<file path="config.mk">
export PLATFORM = sky130hd
export DESIGN_NAME = snsd_setting_decoder
export DESIGN_NICKNAME = d
export VERILOG_FILES = /design/src/verilog/snsd_pkg.sv /design/src/verilog/snsd_setting_decoder.sv /design/src/verilog/snsd_sync.sv
export SDC_FILE = /design/constraint.sdc
export NUM_CORES = 1
export LEC_CHECK = 0
export ABC_CLOCK_PERIOD_IN_PS = 3400
export BUFFER_PORTS_ARGS = -buffer_cell sky130_fd_sc_hd__buf_2
export CAP_MARGIN = 20
export CORE_AREA = 3 3 111 102
export DETAILED_ROUTE_END_ITERATION = 12
export DIE_AREA = 0 0 114 105
export GPL_ROUTABILITY_DRIVEN = 0
export PLACE_DENSITY = 0.82
export SLEW_MARGIN = 15
export SYNTH_ARGS = -nofsm -noshare
export SYNTH_HDL_FRONTEND = slang
export SYNTH_SLANG_ARGS = --single-unit
</file>
<file path="constraint.sdc">
create_clock -name clk -period 3.4 [get_ports clk]
set_input_delay 0.17 -clock clk [delete_from_list [all_inputs] [get_ports clk]]
set_output_delay 0.17 -clock clk [all_outputs]
set_load 0.05 [all_outputs]
</file>
<file path="src/verilog/snsd_pkg.sv">
package snsd_pkg;

    // Clock and timing
    localparam int unsigned CLK_HZ = 20_000_000;
    localparam int unsigned SETTLE_US = 10;
    localparam int unsigned SETTLE_CYC = (CLK_HZ / 1_000_000) * SETTLE_US;
    localparam int unsigned SETTLE_CNT_W = 8;
    localparam logic [SETTLE_CNT_W-1:0] SETTLE_LAST = SETTLE_CNT_W'(SETTLE_CYC - 1);

    // Multi-drop bit rates in bits per second
    localparam int unsigned RATE_LO_BPS = 9_600;
    localparam int unsigned RATE_MID_BPS = 38_400;
    localparam int unsigned RATE_HI_BPS = 115_200;

    // Clock cycles per bit, rounded down
    localparam int unsigned DIV_W = 12;
    localparam logic [DIV_W-1:0] DIV_LO = DIV_W'(CLK_HZ / RATE_LO_BPS);
    localparam logic [DIV_W-1:0] DIV_MID = DIV_W'(CLK_HZ / RATE_MID_BPS);
    localparam logic [DIV_W-1:0] DIV_HI = DIV_W'(CLK_HZ / RATE_HI_BPS);

    // Bit-rate selection codes
    localparam logic [1:0] RATE_NVM = 2'h0;
    localparam logic [1:0] RATE_LO = 2'h1;
    localparam logic [1:0] RATE_MID = 2'h2;
    localparam logic [1:0] RATE_HI = 2'h3;

    // Switch field layout
    localparam int unsigned SW_ADDR_LSB = 0;
    localparam int unsigned SW_ADDR_W = 6;
    localparam int unsigned SW_RATE_LSB = 6;
    localparam int unsigned SW_RATE_W = 2;
    localparam logic [SW_ADDR_W-1:0] ADDR_ZERO = 6'h00;

    // Register byte offsets
    localparam logic [7:0] ADR_CTRL = 8'h00;
    localparam logic [7:0] ADR_NVM_ADDR = 8'h04;
    localparam logic [7:0] ADR_NVM_RATE = 8'h08;
    localparam logic [7:0] ADR_P2P_DIV = 8'h0C;
    localparam logic [7:0] ADR_STATUS = 8'h10;
    localparam logic [7:0] ADR_BAUD_DIV = 8'h14;

    // Control fields
    localparam int unsigned CTRL_STEP_BIT = 0;
    localparam int unsigned CTRL_DIR_BIT = 1;
    localparam int unsigned CTRL_RELOAD_BIT = 2;

    // Status fields
    localparam int unsigned ST_ADDR_LSB = 0;
    localparam int unsigned ST_RATE_LSB = 6;
    localparam int unsigned ST_ADDR_NVM_BIT = 8;
    localparam int unsigned ST_RATE_NVM_BIT = 9;
    localparam int unsigned ST_LINK_BIT = 10;
    localparam int unsigned ST_GEN4_BIT = 11;
    localparam int unsigned ST_GEN6_BIT = 12;
    localparam int unsigned ST_DIR_BIT = 13;
    localparam int unsigned ST_SW_LSB = 16;

    // Reset values
    localparam logic [SW_ADDR_W-1:0] NVM_ADDR_RST = 6'h01;
    localparam logic [1:0] NVM_RATE_RST = 2'h1;
    localparam logic [DIV_W-1:0] P2P_DIV_RST = DIV_LO;

    typedef enum logic [1:0] {
        ST_SETTLE = 2'b00,
        ST_RESOLVE = 2'b01,
        ST_RUN = 2'b10
    } snsd_state_e;

endpackage : snsd_pkg

</file>
<file path="src/verilog/snsd_setting_decoder.sv">
// Chosen here: the address map and the Wishbone slave port.
`timescale 1ns/1ns
`default_nettype none

module snsd_setting_decoder (
    // Clock and reset
    input wire logic clk,
    input wire logic sys_rst,
    // Wishbone slave
    input wire logic wb_cyc_i,
    input wire logic wb_stb_i,
    input wire logic wb_we_i,
    input wire logic [7:0] wb_adr_i,
    input wire logic [3:0] wb_sel_i,
    input wire logic [31:0] wb_dat_i,
    output logic [31:0] wb_dat_o,
    output logic wb_ack_o,
    // Configuration switches, bit 0 is switch one
    input wire logic [7:0] cfgSwitch,
    // Programmable inputs
    input wire logic progInputFour,
    input wire logic progInputSix,
    // Motor encoder inputs
    input wire logic encChanA,
    input wire logic encChanB,
    input wire logic encIndex,
    // Resolved multi-drop settings
    output logic [5:0] nodeAddr,
    output logic [1:0] rateCode,
    output logic [11:0] baudDiv,
    output logic linkEnable,
    // Point-to-point port setting
    output logic [11:0] p2pDiv,
    // Step, direction and general inputs
    output logic stepPulse,
    output logic dirLevel,
    output logic genInputFour,
    output logic genInputSix,
    // Buffered encoder pairs
    output logic bufferedChanAOutP,
    output logic bufferedChanAOutN,
    output logic bufferedChanBOutP,
    output logic bufferedChanBOutN,
    output logic bufferedIndexOutP,
    output logic bufferedIndexOutN
);

    logic [7:0] swSync, latchedSw_q;
    logic [4:0] pinSync;
    logic busReq, wrStb, rdStb, ack_q;
    logic [31:0] rdData_q, rdMux;
    logic ctrlStep_q, ctrlDir_q, reloadReq_q;
    logic [5:0] nvmAddr_q, nodeAddr_q, swAddr;
    logic [1:0] nvmRate_q, rateCode_q, swRate, effRate;
    logic [11:0] p2pDiv_q, baudDiv_q;
    snsd_pkg::snsd_state_e state_q;
    logic [snsd_pkg::SETTLE_CNT_W-1:0] settleCnt_q;
    logic addrFromNvm_q, rateFromNvm_q;
    logic in4Prev_q, stepPulse_q, dirLevel_q, genIn4_q, genIn6_q;
    logic [2:0] encBufP_q, encBufN_q;

    function automatic logic [11:0] divFor(input logic [1:0] code);
        logic [11:0] d;
        d = snsd_pkg::DIV_LO;
        case (code)
            snsd_pkg::RATE_MID: d = snsd_pkg::DIV_MID;
            snsd_pkg::RATE_HI: d = snsd_pkg::DIV_HI;
            default: d = snsd_pkg::DIV_LO;
        endcase
        return d;
    endfunction : divFor

    // Pins are asynchronous to clk
    snsd_sync #(.WIDTH(8)) uSwitchSync (
        .clk(clk),
        .sys_rst(sys_rst),
        .asyncIn(cfgSwitch),
        .syncOut(swSync)
    );

    snsd_sync #(.WIDTH(5)) uPinSync (
        .clk(clk),
        .sys_rst(sys_rst),
        .asyncIn({encIndex, encChanB, encChanA, progInputSix, progInputFour}),
        .syncOut(pinSync)
    );

    // Bus slave: one wait cycle, unmapped reads return zero
    assign busReq = wb_cyc_i & wb_stb_i;
    assign wrStb = busReq & wb_we_i & ~ack_q;
    assign rdStb = busReq & ~wb_we_i & ~ack_q;
    assign wb_ack_o = ack_q;
    assign wb_dat_o = rdData_q;

    always_ff @(posedge clk or posedge sys_rst) begin
        if (sys_rst) begin
            ack_q <= 1'b0;
        end else begin
            ack_q <= busReq & ~ack_q;
        end
    end

    always_comb begin
        rdMux = 32'h0000_0000;
        case (wb_adr_i)
            snsd_pkg::ADR_CTRL: begin
                rdMux[snsd_pkg::CTRL_STEP_BIT] = ctrlStep_q;
                rdMux[snsd_pkg::CTRL_DIR_BIT] = ctrlDir_q;
            end
            snsd_pkg::ADR_NVM_ADDR: rdMux[5:0] = nvmAddr_q;
            snsd_pkg::ADR_NVM_RATE: rdMux[1:0] = nvmRate_q;
            snsd_pkg::ADR_P2P_DIV: rdMux[11:0] = p2pDiv_q;
            snsd_pkg::ADR_STATUS: begin
                rdMux[snsd_pkg::ST_ADDR_LSB +: 6] = nodeAddr_q;
                rdMux[snsd_pkg::ST_RATE_LSB +: 2] = rateCode_q;
                rdMux[snsd_pkg::ST_ADDR_NVM_BIT] = addrFromNvm_q;
                rdMux[snsd_pkg::ST_RATE_NVM_BIT] = rateFromNvm_q;
                rdMux[snsd_pkg::ST_LINK_BIT] = linkEnable;
                rdMux[snsd_pkg::ST_GEN4_BIT] = genIn4_q;
                rdMux[snsd_pkg::ST_GEN6_BIT] = genIn6_q;
                rdMux[snsd_pkg::ST_DIR_BIT] = dirLevel_q;
                rdMux[snsd_pkg::ST_SW_LSB +: 8] = latchedSw_q;
            end
            snsd_pkg::ADR_BAUD_DIV: rdMux[11:0] = baudDiv_q;
            default: rdMux = 32'h0000_0000;
        endcase
    end

    always_ff @(posedge clk or posedge sys_rst) begin
        if (sys_rst) begin
            rdData_q <= 32'h0000_0000;
        end else if (rdStb) begin
            rdData_q <= rdMux;
        end
    end

    // Software registers
    always_ff @(posedge clk or posedge sys_rst) begin
        if (sys_rst) begin
            ctrlStep_q <= 1'b0;
            ctrlDir_q <= 1'b0;
            reloadReq_q <= 1'b0;
            nvmAddr_q <= snsd_pkg::NVM_ADDR_RST;
            nvmRate_q <= snsd_pkg::NVM_RATE_RST;
        end else begin
            reloadReq_q <= 1'b0;
            if (wrStb && wb_sel_i[0]) begin
                case (wb_adr_i)
                    snsd_pkg::ADR_CTRL: begin
                        ctrlStep_q <= wb_dat_i[snsd_pkg::CTRL_STEP_BIT];
                        ctrlDir_q <= wb_dat_i[snsd_pkg::CTRL_DIR_BIT];
                        reloadReq_q <= wb_dat_i[snsd_pkg::CTRL_RELOAD_BIT];
                    end
                    snsd_pkg::ADR_NVM_ADDR: nvmAddr_q <= wb_dat_i[5:0];
                    snsd_pkg::ADR_NVM_RATE: nvmRate_q <= wb_dat_i[1:0];
                    default: ;
                endcase
            end
        end
    end

    // Written only by software, no switch term
    always_ff @(posedge clk or posedge sys_rst) begin
        if (sys_rst) begin
            p2pDiv_q <= snsd_pkg::P2P_DIV_RST;
        end else if (wrStb && wb_adr_i == snsd_pkg::ADR_P2P_DIV) begin
            if (wb_sel_i[0]) begin
                p2pDiv_q[7:0] <= wb_dat_i[7:0];
            end
            if (wb_sel_i[1]) begin
                p2pDiv_q[11:8] <= wb_dat_i[11:8];
            end
        end
    end

    // Sequencer: settle, resolve once, run
    always_ff @(posedge clk or posedge sys_rst) begin
        if (sys_rst) begin
            state_q <= snsd_pkg::ST_SETTLE;
            settleCnt_q <= '0;
        end else begin
            case (state_q)
                snsd_pkg::ST_SETTLE: begin
                    if (settleCnt_q == snsd_pkg::SETTLE_LAST) begin
                        settleCnt_q <= '0;
                        state_q <= snsd_pkg::ST_RESOLVE;
                    end else begin
                        settleCnt_q <= settleCnt_q + 1'b1;
                    end
                end
                snsd_pkg::ST_RESOLVE: state_q <= snsd_pkg::ST_RUN;
                snsd_pkg::ST_RUN: begin
                    if (reloadReq_q) begin
                        state_q <= snsd_pkg::ST_SETTLE;
                    end
                end
                default: state_q <= snsd_pkg::ST_SETTLE;
            endcase
        end
    end

    assign swAddr = swSync[snsd_pkg::SW_ADDR_LSB +: snsd_pkg::SW_ADDR_W];
    assign swRate = swSync[snsd_pkg::SW_RATE_LSB +: snsd_pkg::SW_RATE_W];

    // A blank memory code falls back to the slowest rate
    assign effRate = (swRate != snsd_pkg::RATE_NVM) ? swRate :
                     (nvmRate_q != snsd_pkg::RATE_NVM) ? nvmRate_q : snsd_pkg::RATE_LO;

    // Settings only move in the resolve cycle, so the link sees them stable
    always_ff @(posedge clk or posedge sys_rst) begin
        if (sys_rst) begin
            latchedSw_q <= 8'h00;
            nodeAddr_q <= 6'h00;
            rateCode_q <= 2'h0;
            baudDiv_q <= snsd_pkg::DIV_LO;
            addrFromNvm_q <= 1'b0;
            rateFromNvm_q <= 1'b0;
        end else if (state_q == snsd_pkg::ST_RESOLVE) begin
            latchedSw_q <= swSync;
            if (swAddr == snsd_pkg::ADDR_ZERO) begin
                nodeAddr_q <= nvmAddr_q;
                addrFromNvm_q <= 1'b1;
            end else begin
                nodeAddr_q <= swAddr;
                addrFromNvm_q <= 1'b0;
            end
            rateCode_q <= effRate;
            rateFromNvm_q <= (swRate == snsd_pkg::RATE_NVM);
            baudDiv_q <= divFor(effRate);
        end
    end

    assign nodeAddr = nodeAddr_q;
    assign rateCode = rateCode_q;
    assign baudDiv = baudDiv_q;
    assign linkEnable = (state_q == snsd_pkg::ST_RUN);
    assign p2pDiv = p2pDiv_q;

    // Step and direction roles
    always_ff @(posedge clk or posedge sys_rst) begin
        if (sys_rst) begin
            in4Prev_q <= 1'b0;
            stepPulse_q <= 1'b0;
            dirLevel_q <= 1'b0;
            genIn4_q <= 1'b0;
            genIn6_q <= 1'b0;
        end else begin
            in4Prev_q <= pinSync[0];
            stepPulse_q <= ctrlStep_q & pinSync[0] & ~in4Prev_q;
            dirLevel_q <= ctrlDir_q & pinSync[1];
            genIn4_q <= ~ctrlStep_q & pinSync[0];
            genIn6_q <= ~ctrlDir_q & pinSync[1];
        end
    end

    assign stepPulse = stepPulse_q;
    assign dirLevel = dirLevel_q;
    assign genInputFour = genIn4_q;
    assign genInputSix = genIn6_q;

    // Both legs registered to keep the pair skew-free
    always_ff @(posedge clk or posedge sys_rst) begin
        if (sys_rst) begin
            encBufP_q <= 3'h0;
            encBufN_q <= 3'h7;
        end else begin
            encBufP_q <= pinSync[4:2];
            encBufN_q <= ~pinSync[4:2];
        end
    end

    assign bufferedChanAOutP = encBufP_q[0];
    assign bufferedChanAOutN = encBufN_q[0];
    assign bufferedChanBOutP = encBufP_q[1];
    assign bufferedChanBOutN = encBufN_q[1];
    assign bufferedIndexOutP = encBufP_q[2];
    assign bufferedIndexOutN = encBufN_q[2];
endmodule : snsd_setting_decoder

`default_nettype wire

</file>
<file path="src/verilog/snsd_sync.sv">
`timescale 1ns/1ns
`default_nettype none

module snsd_sync #(
    parameter int unsigned WIDTH = 1
) (
    // Clock and reset
    input wire logic clk,
    input wire logic sys_rst,
    // Data
    input wire logic [WIDTH-1:0] asyncIn,
    output logic [WIDTH-1:0] syncOut
);

    logic [WIDTH-1:0] meta_q;

    // First stage feeds only the second stage
    always_ff @(posedge clk or posedge sys_rst) begin
        if (sys_rst) begin
            meta_q <= '0;
            syncOut <= '0;
        end else begin
            meta_q <= asyncIn;
            syncOut <= meta_q;
        end
    end

endmodule : snsd_sync

`default_nettype wire
</file>
==> results.rst <==
.. list-table::
   :header-rows: 1

   * - Metric
     - Value
   * - Total Negative Setup Slacks
     - 0 ns
   * - Maximum fanout count along the critical path
     - 6
   * - Overall power after layout
     - 3.437 mW
   * - Number of enable flip-flop cells after synthesis
     - 0
   * - Overall via count from detail_route
     - 3337
   * - Max IR drop VDD
     - 0.3455 mV
   * - Fraction of final layout cells sized beyond drive strength 1
     - 0.3616
   * - Post-route ant nets
     - 0
   * - Count of hold-fix buffers inserted at cts
     - 21
   * - Crit Reg-Reg Startpoint
     - wb_ack_o
   * - Sort of element at the start of the critical path
     - register
   * - Asr flop ratio synth
     - 1.000
   * - Number of buffers added by the clock tree synthesis step
     - 17
   * - Sequential area share after synthesis
     - 0.6395
   * - P&R area growth vs syn
     - 30.62%
   * - Final Max Tran Viols
     - 0
   * - TritonCTS clock tree
     - yes
   * - Cell count after placement
     - 571
   * - Mean instance size in the synthesized netlist
     - 12.88 um2
   * - Final standard cell count with taps included and fillers excluded
     - 624
   * - Main synth FF type
     - dfrtp_1
   * - Hold path start
     - wb_dat_i[4]
   * - Post-Synthesis Cells
     - 354
   * - Clk buf depth
     - 2
   * - Type of destination of the critical path
     - register
   * - Top cells by instance count after synthesis
     - dfrtp_1 (105), nand2_1 (29), mux2_2 (25)
   * - Highest-delay cell along the critical path
     - and3b_1
   * - First-pass DRT Iterations
     - 4
   * - Aggregate global-route resource usage
     - 0.1886
   * - Area share of the leading cell type in the synthesized netlist
     - 0.5761
   * - Cell-by-cell listing of the critical path
     - and4b_1 -> and2_1 -> and3b_1 -> mux2_2
   * - Library cell with the highest instance count after synthesis
     - dfrtp_1
   * - Count of H-tree levels built during CTS
     - 4
   * - Post_cts resized
     - 0
   * - Inserted Diodes
     - 0
   * - Skew-Pair Late Insertion Delay
     - 0.41 ns
   * - Number of distinct standard cells referenced by the synthesized netlist
     - 46
   * - Family with the most delay on the worst path
     - simple AND/OR/NAND/NOR gates
   * - WL/cell
     - 17.34 um
   * - Floorplan core area
     - 0.01025 mm2
   * - Synthesis-stage register bit count
     - 116
   * - Violation count after the first detailed-route iteration
     - 264
   * - Top area cells in the synthesized netlist
     - dfrtp_1 (58%), dfstp_2 (6.3%), mux2_2 (6.2%)
   * - Fill cell instance count of the final layout
     - 824
   * - Die width
     - 114 um
   * - Endpoint arrival time on the critical path
     - 2.15 ns
   * - Root Buffer Master
     - clkbuf_16
   * - Fin. Hold Viols
     - 0
   * - P per Cell Area
     - 576.9 mW/mm2
   * - Min cycle time layout
     - 1.862 ns
   * - Final wirelength
     - 10.82 mm
   * - Final setup skew
     - 0.008822 ns
   * - Setup fix buffers added after clock tree synthesis
     - 0
   * - Clock-pin slew on the worst setup and hold paths
     - 0.05 ns
   * - Leakage
     - 3.104 nW
   * - Die Footprint
     - 0.01197 mm2
   * - Critical Path RT
     - 3.69 ns
   * - Initial cell density of the core
     - 0.4451
   * - Beginning of the critical path
     - wb_ack_o
   * - Die Y
     - 105 um
   * - Port Buf Inserts
     - 101
   * - Vias in the first global route
     - 3359
   * - Unrepaired setup endpoints after global routing
     - false
   * - Slew @ Worst Pin
     - 0.9999 ns
   * - Site Rows
     - 35
   * - Top cell type by total area after synthesis
     - dfrtp_1
   * - Number of buffers and inverters on the critical path
     - 0
   * - First-pass GRT wire length
     - 17.30 mm
   * - Crit share post-route
     - 0.5475
   * - Sinks on the clock net
     - 116
   * - Yosys warning total
     - 0
   * - Outcome
     - finished clean
   * - Net count reported at finish
     - 545
   * - Setup CP Type
     - register to register
   * - Number of max-capacitance violations reported
     - 0
   * - Total standard cell area after synthesis
     - 0.004561 mm2
   * - Number of antenna violations at the first check in global routing
     - 0
   * - Number of setup violations in the final report
     - 0
   * - DR DRC count
     - 0
   * - Max Clock Freq
     - 537.2 MHz
   * - Tightest Hold Check Type
     - primary input to register
   * - Largest net degree at the start of global routing
     - 52
   * - Largest incremental delay on the critical path
     - 0.40 ns
   * - Final global-route overflow total
     - 0
   * - Routed vias/inst
     - 5.348
   * - Number of placed I/O pins
     - 138
   * - Slew Limit Headroom
     - 0.3334
   * - DP Wirelength
     - 7.430 mm
sequential cells by signal, indices dropped and copies added, names as in the netlist, 2 cells and up:
signal,count
baudDiv,5
encBufN_q,3
encBufP_q,3
latchedSw_q,8
nodeAddr,6
nvmAddr_q,6
nvmRate_q,2
p2pDiv,12
rateCode,2
settleCnt_q,8
state_q,2
uPinSync.meta_q,5
uPinSync.syncOut,5
uSwitchSync.meta_q,8
uSwitchSync.syncOut,8
wb_dat_o,22
logic make-up after synthesis:
group / count (synthesis) / synth area share
simple gates: 94 / 0.1125
fa+ha+maj: 1 / 0.002743
xor+xnor: 5 / 0.009604
compound gates: 66 / 0.1053
buf+inv: 39 / 0.04691
other cells: 1 / 0.0008223
mux: 32 / 0.08258
flops: 116 / 0.6395
per-layer routing:
layer | vias up | track usage | share of wire
met4 | 0 | 0.08397 | 0.027
met5 | - | 0 | 0
met1 | 1673 | 0.2379 | 0.41
li1 | 1490 | - | -
met3 | 26 | 0.06022 | 0.071
met2 | 148 | 0.2964 | 0.50
layout by cell type, fill, tap and decap left out, types with 12 or more instances in the layout:
cell and n:
o21ai_0 18, dfrtp_1 105, mux2_2 25, nand2_1 29
clkbuf_16 17, a22o_1 12, conb_1 14, dlygate4sd3_1 21
buf_2 101, nor2_1 17
cell type report:
type	count	area, um2	area share
clock buffer	21	460.4	0.07729
sequential	116	2917	0.4896
timing repair buffer	126	745.7	0.1252
tap	129	161.4	0.02710
inverter	9	36.28	0.006091
multi-input combinational	212	1479	0.2483
clock inverter	11	157.7	0.02647
worst paths after layout:
check | slack [ns] | cells past startpoint | to
max | 1.54 | 4 | nvmAddr_q[5]
min | 0.03 | 2 | nvmAddr_q[4]
max reg2reg | 1.54 | 4 | nvmAddr_q[5]
min reg2reg | 0.34 | 0 | uSwitchSync.syncOut[4]
max in group asynchronous | 2.11 | 4 | baudDiv[1]
min in group asynchronous | 0.40 | 3 | p2pDiv[10]
worst reg2reg max path: stages (launching register included):
cell and delay, ns:
dfrtp_1 0.39, and4b_1 0.29, and2_1 0.28, and3b_1 0.40
mux2_2 0.39
power breakdown:
group | total, mW | internal (mW) | switching, mW
clock network | 1.85 | 1.25 | 0.592
registers | 1.42 | 1.41 | 0.0113
logic | 0.170 | 0.0490 | 0.121
stage by stage:
| stage | instance area (um2) | hold slack [ns] | utilization | setup WS (ns) |
|---|---|---|---|---|
| floorplan | 4609 | 0.2014 | - | 0.1758 |
| global placement | 5129 | 0.2786 | 0.5005 | 1.373 |
| detailed placement | 5129 | 0.2794 | 0.5005 | 1.314 |
| CTS | 5957 | 0.0008980 | 0.5813 | 1.558 |
| global route | 5957 | 0.01028 | 0.5813 | 1.466 |
| finish | 5957 | 0.02539 | 0.5813 | 1.538 |
Note: power is estimated with default switching activity, not from simulation.
